`config.mk`:
```
export PLATFORM = sky130hd
export DESIGN_NAME = pft_program_flow
export DESIGN_NICKNAME = d
export VERILOG_FILES = /design/src/pft_pkg.sv /design/src/pft_program_flow.sv
export SDC_FILE = /design/constraint.sdc
export NUM_CORES = 1
export LEC_CHECK = 0
export ABC_AREA = 1
export BUFFER_PORTS_ARGS = -buffer_cell sky130_fd_sc_hd__buf_4
export CAP_MARGIN = 25
export CORE_ASPECT_RATIO = 0.5
export CORE_MARGIN = 2
export CORE_UTILIZATION = 46
export CTS_BUF_LIST = sky130_fd_sc_hd__clkbuf_8 sky130_fd_sc_hd__clkbuf_16
export DETAILED_ROUTE_END_ITERATION = 6
export PLACE_DENSITY = 0.61
export SYNTH_ARGS = -nofsm -noshare
export SYNTH_HDL_FRONTEND = slang
export SYNTH_SLANG_ARGS = --single-unit
```
`constraint.sdc`:
```
create_clock -name mclk -period 2.6 [get_ports mclk]
set_input_delay 0.13 -clock mclk [delete_from_list [all_inputs] [get_ports mclk]]
set_output_delay 0.13 -clock mclk [all_outputs]
set_load 0.02 [all_outputs]
```
`src/pft_pkg.sv`:
```
package pft_pkg;
   localparam int PC_WIDTH_16K   = 14;
   localparam int PC_WIDTH_32K   = 15;
   localparam int BANK_LOW_BIT   = 13;
   localparam int PAGE_BITS      = 8;
   localparam int STACK_DEPTH    = 16;
   localparam int RESET_VECTOR   = 0;
   localparam int DATA_WIDTH     = 8;
   localparam int WORD_WIDTH     = 16;
   localparam int TABLE_CYCLES   = 2;
   localparam logic [1:0] TBL_CURRENT_PAGE = 2'h0;
   localparam logic [1:0] TBL_LONG         = 2'h1;
   localparam logic [1:0] TBL_LAST_PAGE    = 2'h2;

   typedef enum logic [1:0] {
      PFT_RUN,
      PFT_IDLE,
      PFT_TABLE
   } pft_state_t;
endpackage

```
`src/pft_program_flow.sv`:
```
// Summary of operation
// - Jump, call, interrupt entry and reset load a target instead of incrementing.
// - A taken skip discards the prefetched word and runs an idle cycle.
// - Writing the low program counter byte replaces bits 7..0 only, same page.
// - A low byte write acts as a branch with one idle prefetch cycle.
// - The return stack holds only counter values and has no software access.
// - Call and interrupt acknowledge push the return address.
// - Subroutine and interrupt returns pop the stack into the counter.
// - Reset points the stack pointer at the empty top.
// - With the stack full an interrupt waits until a return pops.
// - A call with the stack full proceeds and loses the oldest entry.
// - Arithmetic results go to the destination with carry or borrow updated.
// - Bank pointer bit 0, or bits 1..0, select the program memory bank.
// - After reset fetching starts at address zero.
// - Table pointer high and low bytes form the long table address.
// - A short table read offsets from the current page start, or from the last page start in last-page mode.
// - A table read sends the low byte out and latches the high byte.
// - The table high latch changes only through a table read.
// - Every table read takes two instruction cycles.
// - Otherwise the counter advances by one per executed instruction.
// - Counter-changing instructions take one extra instruction cycle.
module pft_program_flow #(
   parameter int PC_W  = pft_pkg::PC_WIDTH_16K,
   parameter int DEPTH = pft_pkg::STACK_DEPTH
) (
   input  wire logic                              mclk,
   input  wire logic                              reset,
   input  wire logic                              opJump,
   input  wire logic                              opCall,
   input  wire logic                              opReturn,
   input  wire logic                              opSkipTaken,
   input  wire logic                              opPcLowWrite,
   input  wire logic                              opTableRead,
   input  wire logic                              opAlu,
   input  wire logic [1:0]                        tableMode,
   input  wire logic [pft_pkg::BANK_LOW_BIT-1:0]  jumpOffset,
   input  wire logic [PC_W-pft_pkg::BANK_LOW_BIT-1:0] bankPointer,
   input  wire logic [pft_pkg::DATA_WIDTH-1:0]    pcLowWriteData,
   input  wire logic [pft_pkg::DATA_WIDTH-1:0]    tablePointerLow,
   input  wire logic [PC_W-pft_pkg::PAGE_BITS-1:0] tablePointerHigh,
   input  wire logic                              aluSubtract,
   input  wire logic [pft_pkg::DATA_WIDTH-1:0]    aluOperandA,
   input  wire logic [pft_pkg::DATA_WIDTH-1:0]    aluOperandB,
   input  wire logic                              intRequest,
   input  wire logic [PC_W-1:0]                   intVector,
   input  wire logic [pft_pkg::WORD_WIDTH-1:0]    progData,
   output logic [PC_W-1:0]                        pc,
   output logic [PC_W-1:0]                        progAddr,
   output logic                                   issueReady,
   output logic                                   dummyCycle,
   output logic                                   intAck,
   output logic                                   stackFull,
   output logic                                   stackEmpty,
   output logic [pft_pkg::DATA_WIDTH-1:0]         tableLowData,
   output logic                                   tableLowValid,
   output logic [pft_pkg::DATA_WIDTH-1:0]         table_high_latch,
   output logic [pft_pkg::DATA_WIDTH-1:0]         aluResult,
   output logic                                   aluCarry
);
   localparam int CW = $clog2(DEPTH + 1);
   localparam int IW = (DEPTH > 1) ? $clog2(DEPTH) : 1;
   localparam logic [CW-1:0] FULL_COUNT = CW'(DEPTH);
   localparam logic [IW-1:0] LAST_INDEX = IW'(DEPTH - 1);

   function automatic logic [PC_W-1:0] pageAddr(input logic [PC_W-pft_pkg::PAGE_BITS-1:0] page,
                                               input logic [pft_pkg::DATA_WIDTH-1:0]       low);
      pageAddr = {page, low};
   endfunction

   pft_pkg::pft_state_t state;
   pft_pkg::pft_state_t next_state;
   logic [PC_W-1:0] stackMem [DEPTH];
   logic [IW-1:0]   stackTop;
   logic [CW-1:0]   stackCount;

   wire logic            running     = (state == pft_pkg::PFT_RUN);
   wire logic            takeInt     = running && intRequest && !stackFull;
   wire logic            execute     = running && !takeInt;
   wire logic            doCall      = execute && opCall;
   wire logic            doJump      = execute && opJump;
   wire logic            doReturn    = execute && opReturn && !opCall && !opJump;
   wire logic            doSkip      = execute && opSkipTaken;
   wire logic            doPcWrite   = execute && opPcLowWrite;
   wire logic            doTable     = execute && opTableRead && !opCall && !opJump && !opReturn && !opPcLowWrite
                                       && !opSkipTaken;
   wire logic            doPush      = takeInt || doCall;
   wire logic            doPop       = doReturn && !stackEmpty;
   wire logic [IW-1:0]   pushIndex   = (stackTop == LAST_INDEX) ? '0 : stackTop + 1'b1;
   wire logic [IW-1:0]   popIndex    = (stackTop == '0) ? LAST_INDEX : stackTop - 1'b1;
   wire logic [PC_W-1:0] pcPlusOne   = pc + 1'b1;
   wire logic [PC_W-1:0] pcPlusTwo   = pc + 2'd2;
   wire logic [PC_W-1:0] bankTarget  = {bankPointer, jumpOffset};
   wire logic [PC_W-pft_pkg::PAGE_BITS-1:0] curPage = pc[PC_W-1:pft_pkg::PAGE_BITS];
   wire logic [PC_W-pft_pkg::PAGE_BITS-1:0] lastPage = '1;
   wire logic [PC_W-1:0] tableAddr   =
      (tableMode == pft_pkg::TBL_LONG)      ? pageAddr(tablePointerHigh, tablePointerLow) :
      (tableMode == pft_pkg::TBL_LAST_PAGE) ? pageAddr(lastPage, tablePointerLow) :
                                              pageAddr(curPage, tablePointerLow);
   wire logic [pft_pkg::DATA_WIDTH:0] aluSum = aluSubtract ?
      {1'b0, aluOperandA} - {1'b0, aluOperandB} : {1'b0, aluOperandA} + {1'b0, aluOperandB};

   logic [PC_W-1:0] next_pc;
   always_comb begin
      next_pc    = pc;
      next_state = state;
      case (state)
         pft_pkg::PFT_RUN: begin
            if (takeInt) begin
               next_pc    = intVector;
               next_state = pft_pkg::PFT_IDLE;
            end else if (doCall || doJump) begin
               next_pc    = bankTarget;
               next_state = pft_pkg::PFT_IDLE;
            end else if (doReturn) begin
               next_pc    = stackMem[stackTop];
               next_state = pft_pkg::PFT_IDLE;
            end else if (doPcWrite) begin
               next_pc    = pageAddr(curPage, pcLowWriteData);
               next_state = pft_pkg::PFT_IDLE;
            end else if (doSkip) begin
               next_pc    = pcPlusTwo;
               next_state = pft_pkg::PFT_IDLE;
            end else if (doTable) begin
               next_pc    = pcPlusOne;
               next_state = pft_pkg::PFT_TABLE;
            end else begin
               next_pc    = pcPlusOne;
            end
         end
         pft_pkg::PFT_IDLE:  next_state = pft_pkg::PFT_RUN;
         pft_pkg::PFT_TABLE: next_state = pft_pkg::PFT_RUN;
         default:            next_state = pft_pkg::PFT_RUN;
      endcase
   end

   always_ff @(posedge mclk) begin
      if (reset) begin
         state    <= pft_pkg::PFT_RUN;
         pc       <= PC_W'(pft_pkg::RESET_VECTOR);
         progAddr <= PC_W'(pft_pkg::RESET_VECTOR);
      end else begin
         state    <= next_state;
         pc       <= next_pc;
         progAddr <= doTable ? tableAddr : next_pc;
      end
   end

   // The stack is a ring: an overflowing push overwrites the oldest slot.
   always_ff @(posedge mclk) begin
      if (doPush) begin
         stackMem[pushIndex] <= takeInt ? pc : pcPlusOne;
      end
   end

   always_ff @(posedge mclk) begin
      if (reset) begin
         stackTop   <= LAST_INDEX;
         stackCount <= '0;
      end else if (doPush) begin
         stackTop   <= pushIndex;
         stackCount <= stackFull ? stackCount : stackCount + 1'b1;
      end else if (doPop) begin
         stackTop   <= popIndex;
         stackCount <= stackCount - 1'b1;
      end
   end

   always_ff @(posedge mclk) begin
      if (reset) begin
         stackFull  <= 1'b0;
         stackEmpty <= 1'b1;
      end else if (doPush) begin
         stackFull  <= (stackCount >= FULL_COUNT - 1'b1);
         stackEmpty <= 1'b0;
      end else if (doPop) begin
         stackFull  <= 1'b0;
         stackEmpty <= (stackCount == CW'(1));
      end
   end

   always_ff @(posedge mclk) begin
      if (reset) begin
         issueReady <= 1'b1;
         dummyCycle <= 1'b0;
         intAck     <= 1'b0;
      end else begin
         issueReady <= (next_state == pft_pkg::PFT_RUN);
         dummyCycle <= (next_state == pft_pkg::PFT_IDLE);
         intAck     <= takeInt;
      end
   end

   always_ff @(posedge mclk) begin
      if (reset) begin
         tableLowData     <= '0;
         tableLowValid    <= 1'b0;
         table_high_latch <= '0;
      end else begin
         tableLowValid <= (state == pft_pkg::PFT_TABLE);
         if (state == pft_pkg::PFT_TABLE) begin
            tableLowData     <= progData[pft_pkg::DATA_WIDTH-1:0];
            table_high_latch <= progData[pft_pkg::WORD_WIDTH-1:pft_pkg::DATA_WIDTH];
         end
      end
   end

   always_ff @(posedge mclk) begin
      if (reset) begin
         aluResult <= '0;
         aluCarry  <= 1'b0;
      end else if (execute && opAlu) begin
         aluResult <= aluSum[pft_pkg::DATA_WIDTH-1:0];
         aluCarry  <= aluSubtract ? !aluSum[pft_pkg::DATA_WIDTH] : aluSum[pft_pkg::DATA_WIDTH];
      end
   end
endmodule

```
======== Yosys cells after proc, flatten, opt, wreduce, memory -nomap -nowiden ========
Memories as Yosys holds them, arrays and structs flattened. A register that Yosys moved wholly into a read port is not among the register bits.
Cells that the tools add are included.
word-level totals
  bits in writable memories ............... 224
  input port bits ......................... 95
  bits in latches ......................... 0
  flip-flop bits (word level) ............. 70
  memories kept ........................... 1
  output and inout port bits .............. 59
  memory bits (read-only) ................. 0
memories
  memory    depth  width  read ports  clocked after Yosys merged registers in  wr ports  line                    source
  stackMem  16     14     1           1                                        1         pft_program_flow.sv:72  logic [PC_W-1:0] stackMem [DEPTH];
operators by class
  shift-type cells ........................ 0
  equality and inequality tests ........... 7
  div/mod/pow operators ................... 0
  reduce and logical (&&, ||, !) cells .... 34
  muxes and demuxes ....................... 34
  bitwise logic cells ..................... 0
  $lt $le $gt $ge ......................... 1
  $mul .................................... 0
  $add $sub $neg .......................... 8
operators by type and width
  cell                                                 number
  2-to-1 mux 14 bit                                    10
  2-to-1 mux 4 bit                                     6
  logical AND 1 bit                                    18
  2-to-1 mux 5 bit                                     3
  adder 14 x 1 -> 14 bit, second input constant        1
  adder 14 x 2 -> 14 bit, second input constant        1
  2-to-1 mux 2 bit                                     7
  adder 8 x 8 -> 9 bit                                 1
  zero test 1 bit                                      9
  2-to-1 mux 9 bit                                     1
  subtractor 8 x 8 -> 9 bit                            1
  2-to-1 mux 1 bit                                     7
  adder 5 x 1 -> 5 bit, second input constant          1
  == test 5 x 1 -> 1 bit, second input constant        1
  >= comparator 5 x 4 -> 1 bit, second input constant  1
  subtractor 5 x 1 -> 5 bit, second input constant     1
  adder 4 x 1 -> 4 bit, second input constant          1
  == test 2 x 1 -> 1 bit, second input constant        2
  == test 2 bit, second input constant                 2
  == test 4 bit, second input constant                 1
  zero test 2 bit                                      2
  zero test 4 bit                                      1
  subtractor 4 x 1 -> 4 bit, second input constant     1
  logical OR 1 bit                                     2
  other kinds (3)                                      3

======== Logic depth before layout (Yosys ltp) ========
Gate-level depths: netlist (run 1).
  depth in word-level cells ............... 19
  gate-level depth with buffers ........... 17
  gate-level depth less buffers ........... 17

======== Worst setup path before layout (run 1) ========
Ideal clock, no wire load.
  path kind ............................... reg-to-reg
  from .................................... register stackFull
  to ...................................... memory stackMem[0][12] (netlist name) (data pin)
  arrival time ............................ 2022 ps
  library setup time ...................... 330 ps
  stages on the path, launching flop included .. 8
  slack ................................... 248 ps
  path buffers ............................ 2
  data required time ...................... 2270 ps
  cell sequence ........................... dfxtp_1 inv_2 nand2_4 nor2_2 inv_1 clkbuf_1 clkbuf_1 o21ai_0
between the ends
  cells in the longest elaborated chain, start to end .. 3
RTL lines
  element                 line                     source
  from (decl)             pft_program_flow.sv:52   output logic stackFull,
  from (signal assigned)  pft_program_flow.sv:173  stackFull <= (stackCount >= FULL_COUNT - 1'b1);
  zero test 1 bit         pft_program_flow.sv:77   wire logic takeInt = running && intRequest && !stackFull;
  logical AND 1 bit       pft_program_flow.sv:77
  2-to-1 mux 14 bit       pft_program_flow.sv:151  stackMem[pushIndex] <= takeInt ? pc : pcPlusOne;
  to (decl)               pft_program_flow.sv:72
No other way between the ends.

==> impl_metrics.py, run 1 <==
metrics = {
    "drt": {
        "vias_per_cell": 5.49,
        "drc": 0,
        "dr.pass1.iters": 7,
        "avgRoutedWirePerCell_um": 19.8,
        "ant_nets": 0,
        "via_count": 11700,
        "first_iter_violations": 928,
        "wl_mm": 42.0,
    },
    "yosys": {
        "yosys.area_share.simple_pct": 20.1,
        "synth_top_family_by_area": "simple AND/OR/NAND/NOR gates",
        "synth_fa_ha_area_share_pct": 2.05,
        "ys_ff_latch": 298,
        "synthArstFlopShare_pct": 0,
        "synth_nets": 1594,
        "synth_top_flop_cell": "edfxtp_1",
        "synth_compound_area_share_pct": 11.4,
        "syn-cell-area_sq_um": 13800,
        "synth_cell_type_count": 42,
        "synth_area_per_cell_sq_um": 9.33,
        "synth-edff-count": 224,
        "yosys_warnings": 0,
        "synthCells": 1477,
        "ys_seq_area_share_pct": 59.6,
        "synth.area.mux_share_pct": 0,
        "synth_xor_area_share_pct": 1.53,
    },
    "worst_hold_path": {
        "min_path_type": "in -> reg",
    },
    "floorplan": {
        "dieHeight_um": 126,
        "chipWidth_um": 249,
        "io_pins": 154,
        "start_util_pct": 47.1,
        "die_area_sq_um": 31400,
        "core_sq_um": 29200,
        "num_rows": 44,
    },
    "final_layout": {
        "antennaDiodeCount": 0,
        "drive_above_1_share_pct": 17.8,
        "mostFrequentLayoutCells": "261 x nor2_1, 239 x nand2_1, 224 x edfxtp_1",
        "fin_nets": 1832,
        "area_growth_pct": 25.5,
        "layout_commonest_cell": "nor2_1",
        "finalNonFillerCells": 2126,
        "n_fill_cell": 2421,
    },
    "setup_path": {
        "crit_type": "reg -> reg",
        "cp_max_fo": 21,
        "worstPathRequired_ns": 3.07,
        "startpoint_type": "flip-flop",
        "critPathCaptureType": "flip-flop",
        "crit_arrival_ns": 2.96,
    },
    "global_routing": {
        "grt_pass1_vias": 11200,
        "grt_pass1_wl_mm": 63.2,
        "antenna_found_initial": 0,
        "track_usage_pct": 26.0,
        "grt_max_degree": 58,
        "overflow": 0,
    },
    "pwr": {
        "p_clk_share_pct": 32.7,
        "vdd_drop_max_mv": 0.609,
        "swShare_pct": 30.1,
        "seqPwrFrac_pct": 45.0,
        "p_int_w": 0.00886,
        "p_comb_share_pct": 22.3,
        "p_leak_nw": 7.11,
        "power_density_nw_per_um2": 733,
        "p_sw_w": 0.00382,
    },
    "placed_design": {
        "post-place-ws_ns": 0.137,
        "gp_congestion": 0.921,
        "dp.cells": 2013,
        "hpwl_mm": 26.8,
        "port_buffers": 153,
    },
    "run_status": {
        "status": "finished clean",
    },
    "sta": {
        "final.setup.worst_slack_ns": 0.110,
        "max_slew.worst_pin.slew_ns": 0.950,
        "hold_violations": 0,
        "fmax_mhz": 402,
        "skew_ns": 0.0143,
        "slew_headroom_pct": 36.6,
        "min_period_over_period_pct": 95.8,
        "setup_violations": 0,
        "period_minus_slack_ns": 2.49,
        "rsz0062_at_grt": "yes",
        "drv_slew": 0,
        "whs_ns": 0.0251,
    },
    "cts": {
        "cts_buffer_depth": 3,
        "cts_num_sinks": 298,
        "htreeDepth": 1,
        "clk_pin_slew_ns": 0.07,
        "cts_root_buf": "clkbuf_16",
        "clk_latency_ns": 0.57,
        "tritoncts": "yes",
        "cts_buffers": 27,
    },
    "run": {
        "maxCapViolCount": 0,
    },
}
-- cell usage after synthesis (7+ instances only) --
cell / instances / share of area [%]
inv_1: 103 / 2.8
a31oi_1: 7 / 0.32
dfxtp_1: 74 / 11
a21oi_1: 67 / 2.4
o211ai_1: 36 / 2.0
xor2_1: 22 / 1.4
nand3_1: 130 / 4.7
nand2_1: 239 / 6.5
nor2_1: 263 / 7.2
edfxtp_1: 224 / 49
buf_2: 27 / 0.98
clkbuf_1: 42 / 1.1
nand4_1: 10 / 0.45
o21ai_0: 149 / 5.4
ha_1: 21 / 1.9
nor2_2: 7 / 0.32
-- path summary, 6_finish.rpt --
kind | from | end | slack, ns | cells past startpoint
setup / recovery | flip-flop | progAddr[12]$_SDFF_PP0_ | 0.11 | 16
hold / removal | intVector[7] | pc[7]$_SDFF_PP0_ | 0.03 | 5
setup reg to reg | flip-flop | progAddr[12]$_SDFF_PP0_ | 0.11 | 16
hold reg to reg | aluResult[1]$_SDFFE_PP0P_ | aluResult[1]$_SDFFE_PP0P_ | 0.47 | 2
-- stage by stage --
step | util [%] | TNS, ns | cell area, sq um | power, W
2_1_floorplan | - | 0 | 13800 | 0.00737
3_3_place_gp | 53.6 | 0 | 15700 | 0.00839
3_5_place_dp | 53.6 | 0 | 15700 | 0.00844
4_1_cts | 58.6 | 0 | 17100 | 0.0126
5_1_grt | 59.2 | -0.126 | 17300 | 0.0132
6_report | 59.2 | 0 | 17300 | 0.0127
-- cell type report --
type | instances | area (sq um) | area share (%)
Clock buffer | 27 | 676 | 3.91
Clock inverter | 22 | 234 | 1.35
Inverter | 109 | 418 | 2.42
Sequential cell | 298 | 8220 | 47.5
Tap cell | 391 | 489 | 2.83
Timing Repair Buffer | 284 | 2380 | 13.8
Multi-Input combinational cell | 995 | 4880 | 28.2
-- per-layer routing --
metal	wire, um	share of wire [%]	vias up	GRT usage [%]
met4	1130	2.7	0	8.02
met5	0	0	-	0
met1	18200	43	5573	35.7
met3	3550	8.4	86	5.70
li1	-	-	5524	-
met2	19100	46	495	41.6
-- repair_timing --
item                                    CTS  global route
hold buffers                             57             0
endpoints found under the setup margin    0             7
resized for setup                         0            21
endpoints found under the hold margin    49             0
buffers inserted                          0             3
-- sequential cells by signal (all words and copies together) (netlist names), named ones only --
name / count
state: 2
tableLowData: 8
stackCount: 5
stackMem: 224
dummyCycle: 1
aluCarry: 1
intAck: 1
progAddr: 14
stackTop: 4
tableLowValid: 1
stackEmpty: 1
aluResult: 8
table_high_latch: 8
issueReady: 1
stackFull: 1
pc: 14
-- critical path: stages (launching register included) --
cell and delay, ns:
dfxtp_4 0.37, inv_2 0.14, buf_12 0.19, nand2_1 0.07
nand3_1 0.07, nand3_1 0.11, nand3_1 0.20, nand3_1 0.14
nand2_1 0.09, inv_1 0.05, nand2_1 0.08, nand2_1 0.05
nand2_1 0.05, dlygate4sd3_1 0.56, nand3_1 0.07, nand2_1 0.09
inv_1 0.03
-- cells by family (layout without fill, tap and decap cells) --
family                   Yosys count  after routing
AO/OA/AOI/OAI                    283            283
AND/OR/NAND/NOR                  665            666
adder cells (fa/ha/maj)           22             22
buffers and inverters            185            442
XOR/XNOR                          24             24
flip-flops                       298            298
-- power groups by stage --
stage / registers [W] / clock network [W] / logic [W]
2_1_floorplan: 0.00585 / 0 / 0.00152
3_3_place_gp: 0.00579 / 0 / 0.00260
3_5_place_dp: 0.00580 / 0 / 0.00264
4_1_cts: 0.00570 / 0.00421 / 0.00273
5_1_grt: 0.00573 / 0.00440 / 0.00309
6_report: 0.00570 / 0.00415 / 0.00282
Note: power is estimated with default switching activity, not from simulation.
==> run 2: changes to the inputs <==
Settings changed: CTS_CLUSTER_DIAMETER set to 120, CTS_CLUSTER_SIZE set to 25, RECOVER_POWER set to 25.
==> run 2 against run 1 <==
Net effect:
- wire length fell by 2.6%
- setup slack better by 0.093 ns
- register-to-register slack better by 0.09 ns
- utilization decreased by 3.5 points
- critical path depth down 3
- via count fell by 2.6%
- global-route usage is 0.45 points lower
- clock skew increased by 0.0070 ns
- final cell count shrank 2.2%
- clock power fell by 38%
- design area decreased by 5.9%
- die area stayed put
- critical path type unchanged
==> impl_metrics.py, run 2 (synthesized netlist as in run 1, its figures left out) <==
metrics = {
    "worst_hold_path": {
        "min_path_type": "in -> reg",
        "whs_path_depth": 5,
    },
    "drt": {
        "wl_mm": 40.9,
        "ant_nets": 0,
        "drc": 0,
        "via_count": 11400,
        "avgRoutedWirePerCell_um": 19.7,
        "first_iter_violations": 759,
        "vias_per_cell": 5.47,
        "dr.pass1.iters": 5,
    },
    "setup_path": {
        "max_stage_delay_ns": 0.55,
        "cp_common_cell": "nand2_1",
        "crit_type": "reg -> reg",
        "crit_arrival_ns": 2.85,
        "critPathCaptureType": "flip-flop",
        "slowest_stage": "dlygate4sd3_1",
        "worstRegToRegCells": 13,
        "path_cells": "nor2_4 -> nand2_4 -> inv_4 -> nand3_4 -> inv_4 -> buf_4 -> a21oi_1 -> nand2_1 -> nand2_1 -> nand2_1 -> nand2_1 -> dlygate4sd3_1 -> a21oi_1",
        "reg2reg_slack_ns": 0.20,
        "startpoint_type": "flip-flop",
        "cp_max_fo": 13,
        "worstPathRequired_ns": 3.05,
    },
    "final_layout": {
        "final_area_sq_um": 16300,
        "area_growth_pct": 18.1,
        "regMostFlops": "stackMem",
        "largest_register_ffs": 224,
        "mostFrequentLayoutCells": "263 x nor2_1, 239 x nand2_1, 224 x edfxtp_1",
        "drive_above_1_share_pct": 12.4,
        "fin_nets": 1796,
        "antennaDiodeCount": 0,
        "layout_top_registers": "stackMem: 224 flops, pc: 14 flops, progAddr: 14 flops",
        "layout_commonest_cell": "nor2_1",
    },
    "cts": {
        "cts_buffer_depth": 3,
        "cts_root_buf": "clkbuf_16",
        "tritoncts": "yes",
        "cts_num_sinks": 298,
        "cts_buffers": 15,
        "clk_pin_slew_ns": 0.10,
        "clk_latency_ns": 0.53,
        "htreeDepth": 1,
    },
    "sta": {
        "drv_slew": 0,
        "max_slew.worst_pin.slew_ns": 0.952,
        "min_period_over_period_pct": 92.2,
        "slew_headroom_pct": 36.5,
        "setup_violations": 0,
        "skew_ns": 0.0213,
        "rsz0062_at_grt": "no",
        "hold_violations": 0,
        "fmax_mhz": 417,
        "period_minus_slack_ns": 2.40,
        "setup_tns_ns": 0,
    },
    "global_routing": {
        "grt_pass1_wl_mm": 62.1,
        "grt_max_degree": 58,
        "antenna_found_initial": 0,
        "grt_pass1_vias": 10800,
        "overflow": 0,
        "track_usage_pct": 25.5,
    },
    "floorplan": {
        "core_sq_um": 29200,
        "die_area_sq_um": 31400,
        "io_pins": 154,
        "dieHeight_um": 126,
        "num_rows": 44,
        "start_util_pct": 47.1,
        "chipWidth_um": 249,
    },
    "placed_design": {
        "hpwl_mm": 26.8,
        "place_area_sq_um": 15700,
        "port_buffers": 153,
        "gp_congestion": 0.921,
    },
    "pwr": {
        "vdd_drop_max_mv": 0.332,
        "power_density_nw_per_um2": 672,
        "totalPowerFinal_w": 0.0109,
        "p_leak_nw": 6.52,
    },
    "run": {
        "maxCapViolCount": 0,
    },
    "run_status": {
        "status": "finished clean",
    },
}
==> run 2: cell count changes in the layout (fill, tap and decap cells not counted), moves of 7 or more <==
| cell | change |
|---|---|
| inv_1 | +8 |
| clkbuf_1 | +59 |
| clkinv_2 | -7 |
| buf_4 | -59 |
| dlygate4sd3_1 | -19 |
| clkbuf_16 | -14 |
==> run 2: layer usage <==
| metal | track usage [%] | wire length [um] | vias up | share of wire (%) |
|---|---|---|---|---|
| met2 | 41.0 | 18600 | 401 | 45 |
| met3 | 5.60 | 3140 | 69 | 7.7 |
| li1 | - | - | 5425 | - |
| met1 | 35.5 | 18200 | 5485 | 45 |
| met4 | 6.60 | 978 | 0 | 2.4 |
| met5 | 0 | 0 | - | 0 |
==> run 2: through the flow <==
stage / hold slack, ns / instances / utilization, % / worst slack (ns)
floorplan: 0.265 / 1477 / - / 0.248
global route: 0.0216 / 2079 / 55.7 / 0.0122
finish: 0.0130 / 2079 / 55.7 / 0.203
global placement: 0.352 / 2013 / 53.6 / 0.170
detailed placement: 0.359 / 2013 / 53.6 / 0.137
CTS: 0.000868 / 2077 / 56.3 / 0.0889
==> run 2: what timing repair did <==
action                                  4_1_cts  5_1_grt
buffers inserted                              0        1
hold buffers                                 38        0
gates resized for setup                       0       10
endpoints found under the setup margin        0        2
hold endpoints to repair                     36        0
==> run 2: cell type report <==
type,instances,area [sq um]
Fill cell,2559,13000
Sequential cell,298,8220
Multi-Input combinational cell,994,4840
Timing Repair Buffer,261,1890
Tap cell,391,489
Inverter,109,418
Clock buffer,15,375
Clock inverter,11,46.3
==> run 2: report_power, final <==
| part | internal (W) | switching, W |
|---|---|---|
| Combinational | 0.000878 | 0.00179 |
| Sequential | 0.00555 | 0.000149 |
| Clock | 0.00107 | 0.00150 |
==> run 2: critical path: cells and delay by family, from the launching register on <==
kind                   cells  cell delay [ns]
flip-flops                 1             0.34
AND/OR/NAND/NOR            7             0.77
AO/OA/AOI/OAI              2             0.17
buffers and inverters      4             1.05
==> run 2: worst paths after layout <==
kind	from	to
worst max register to register	state[1]$_SDFF_PP0_	pc[12]$_SDFF_PP0_
worst max-delay path	state[1]$_SDFF_PP0_	pc[12]$_SDFF_PP0_
worst min register to register	aluResult[1]$_SDFFE_PP0P_	aluResult[1]$_SDFFE_PP0P_
worst min-delay path	jumpOffset[7]	pc[7]$_SDFF_PP0_
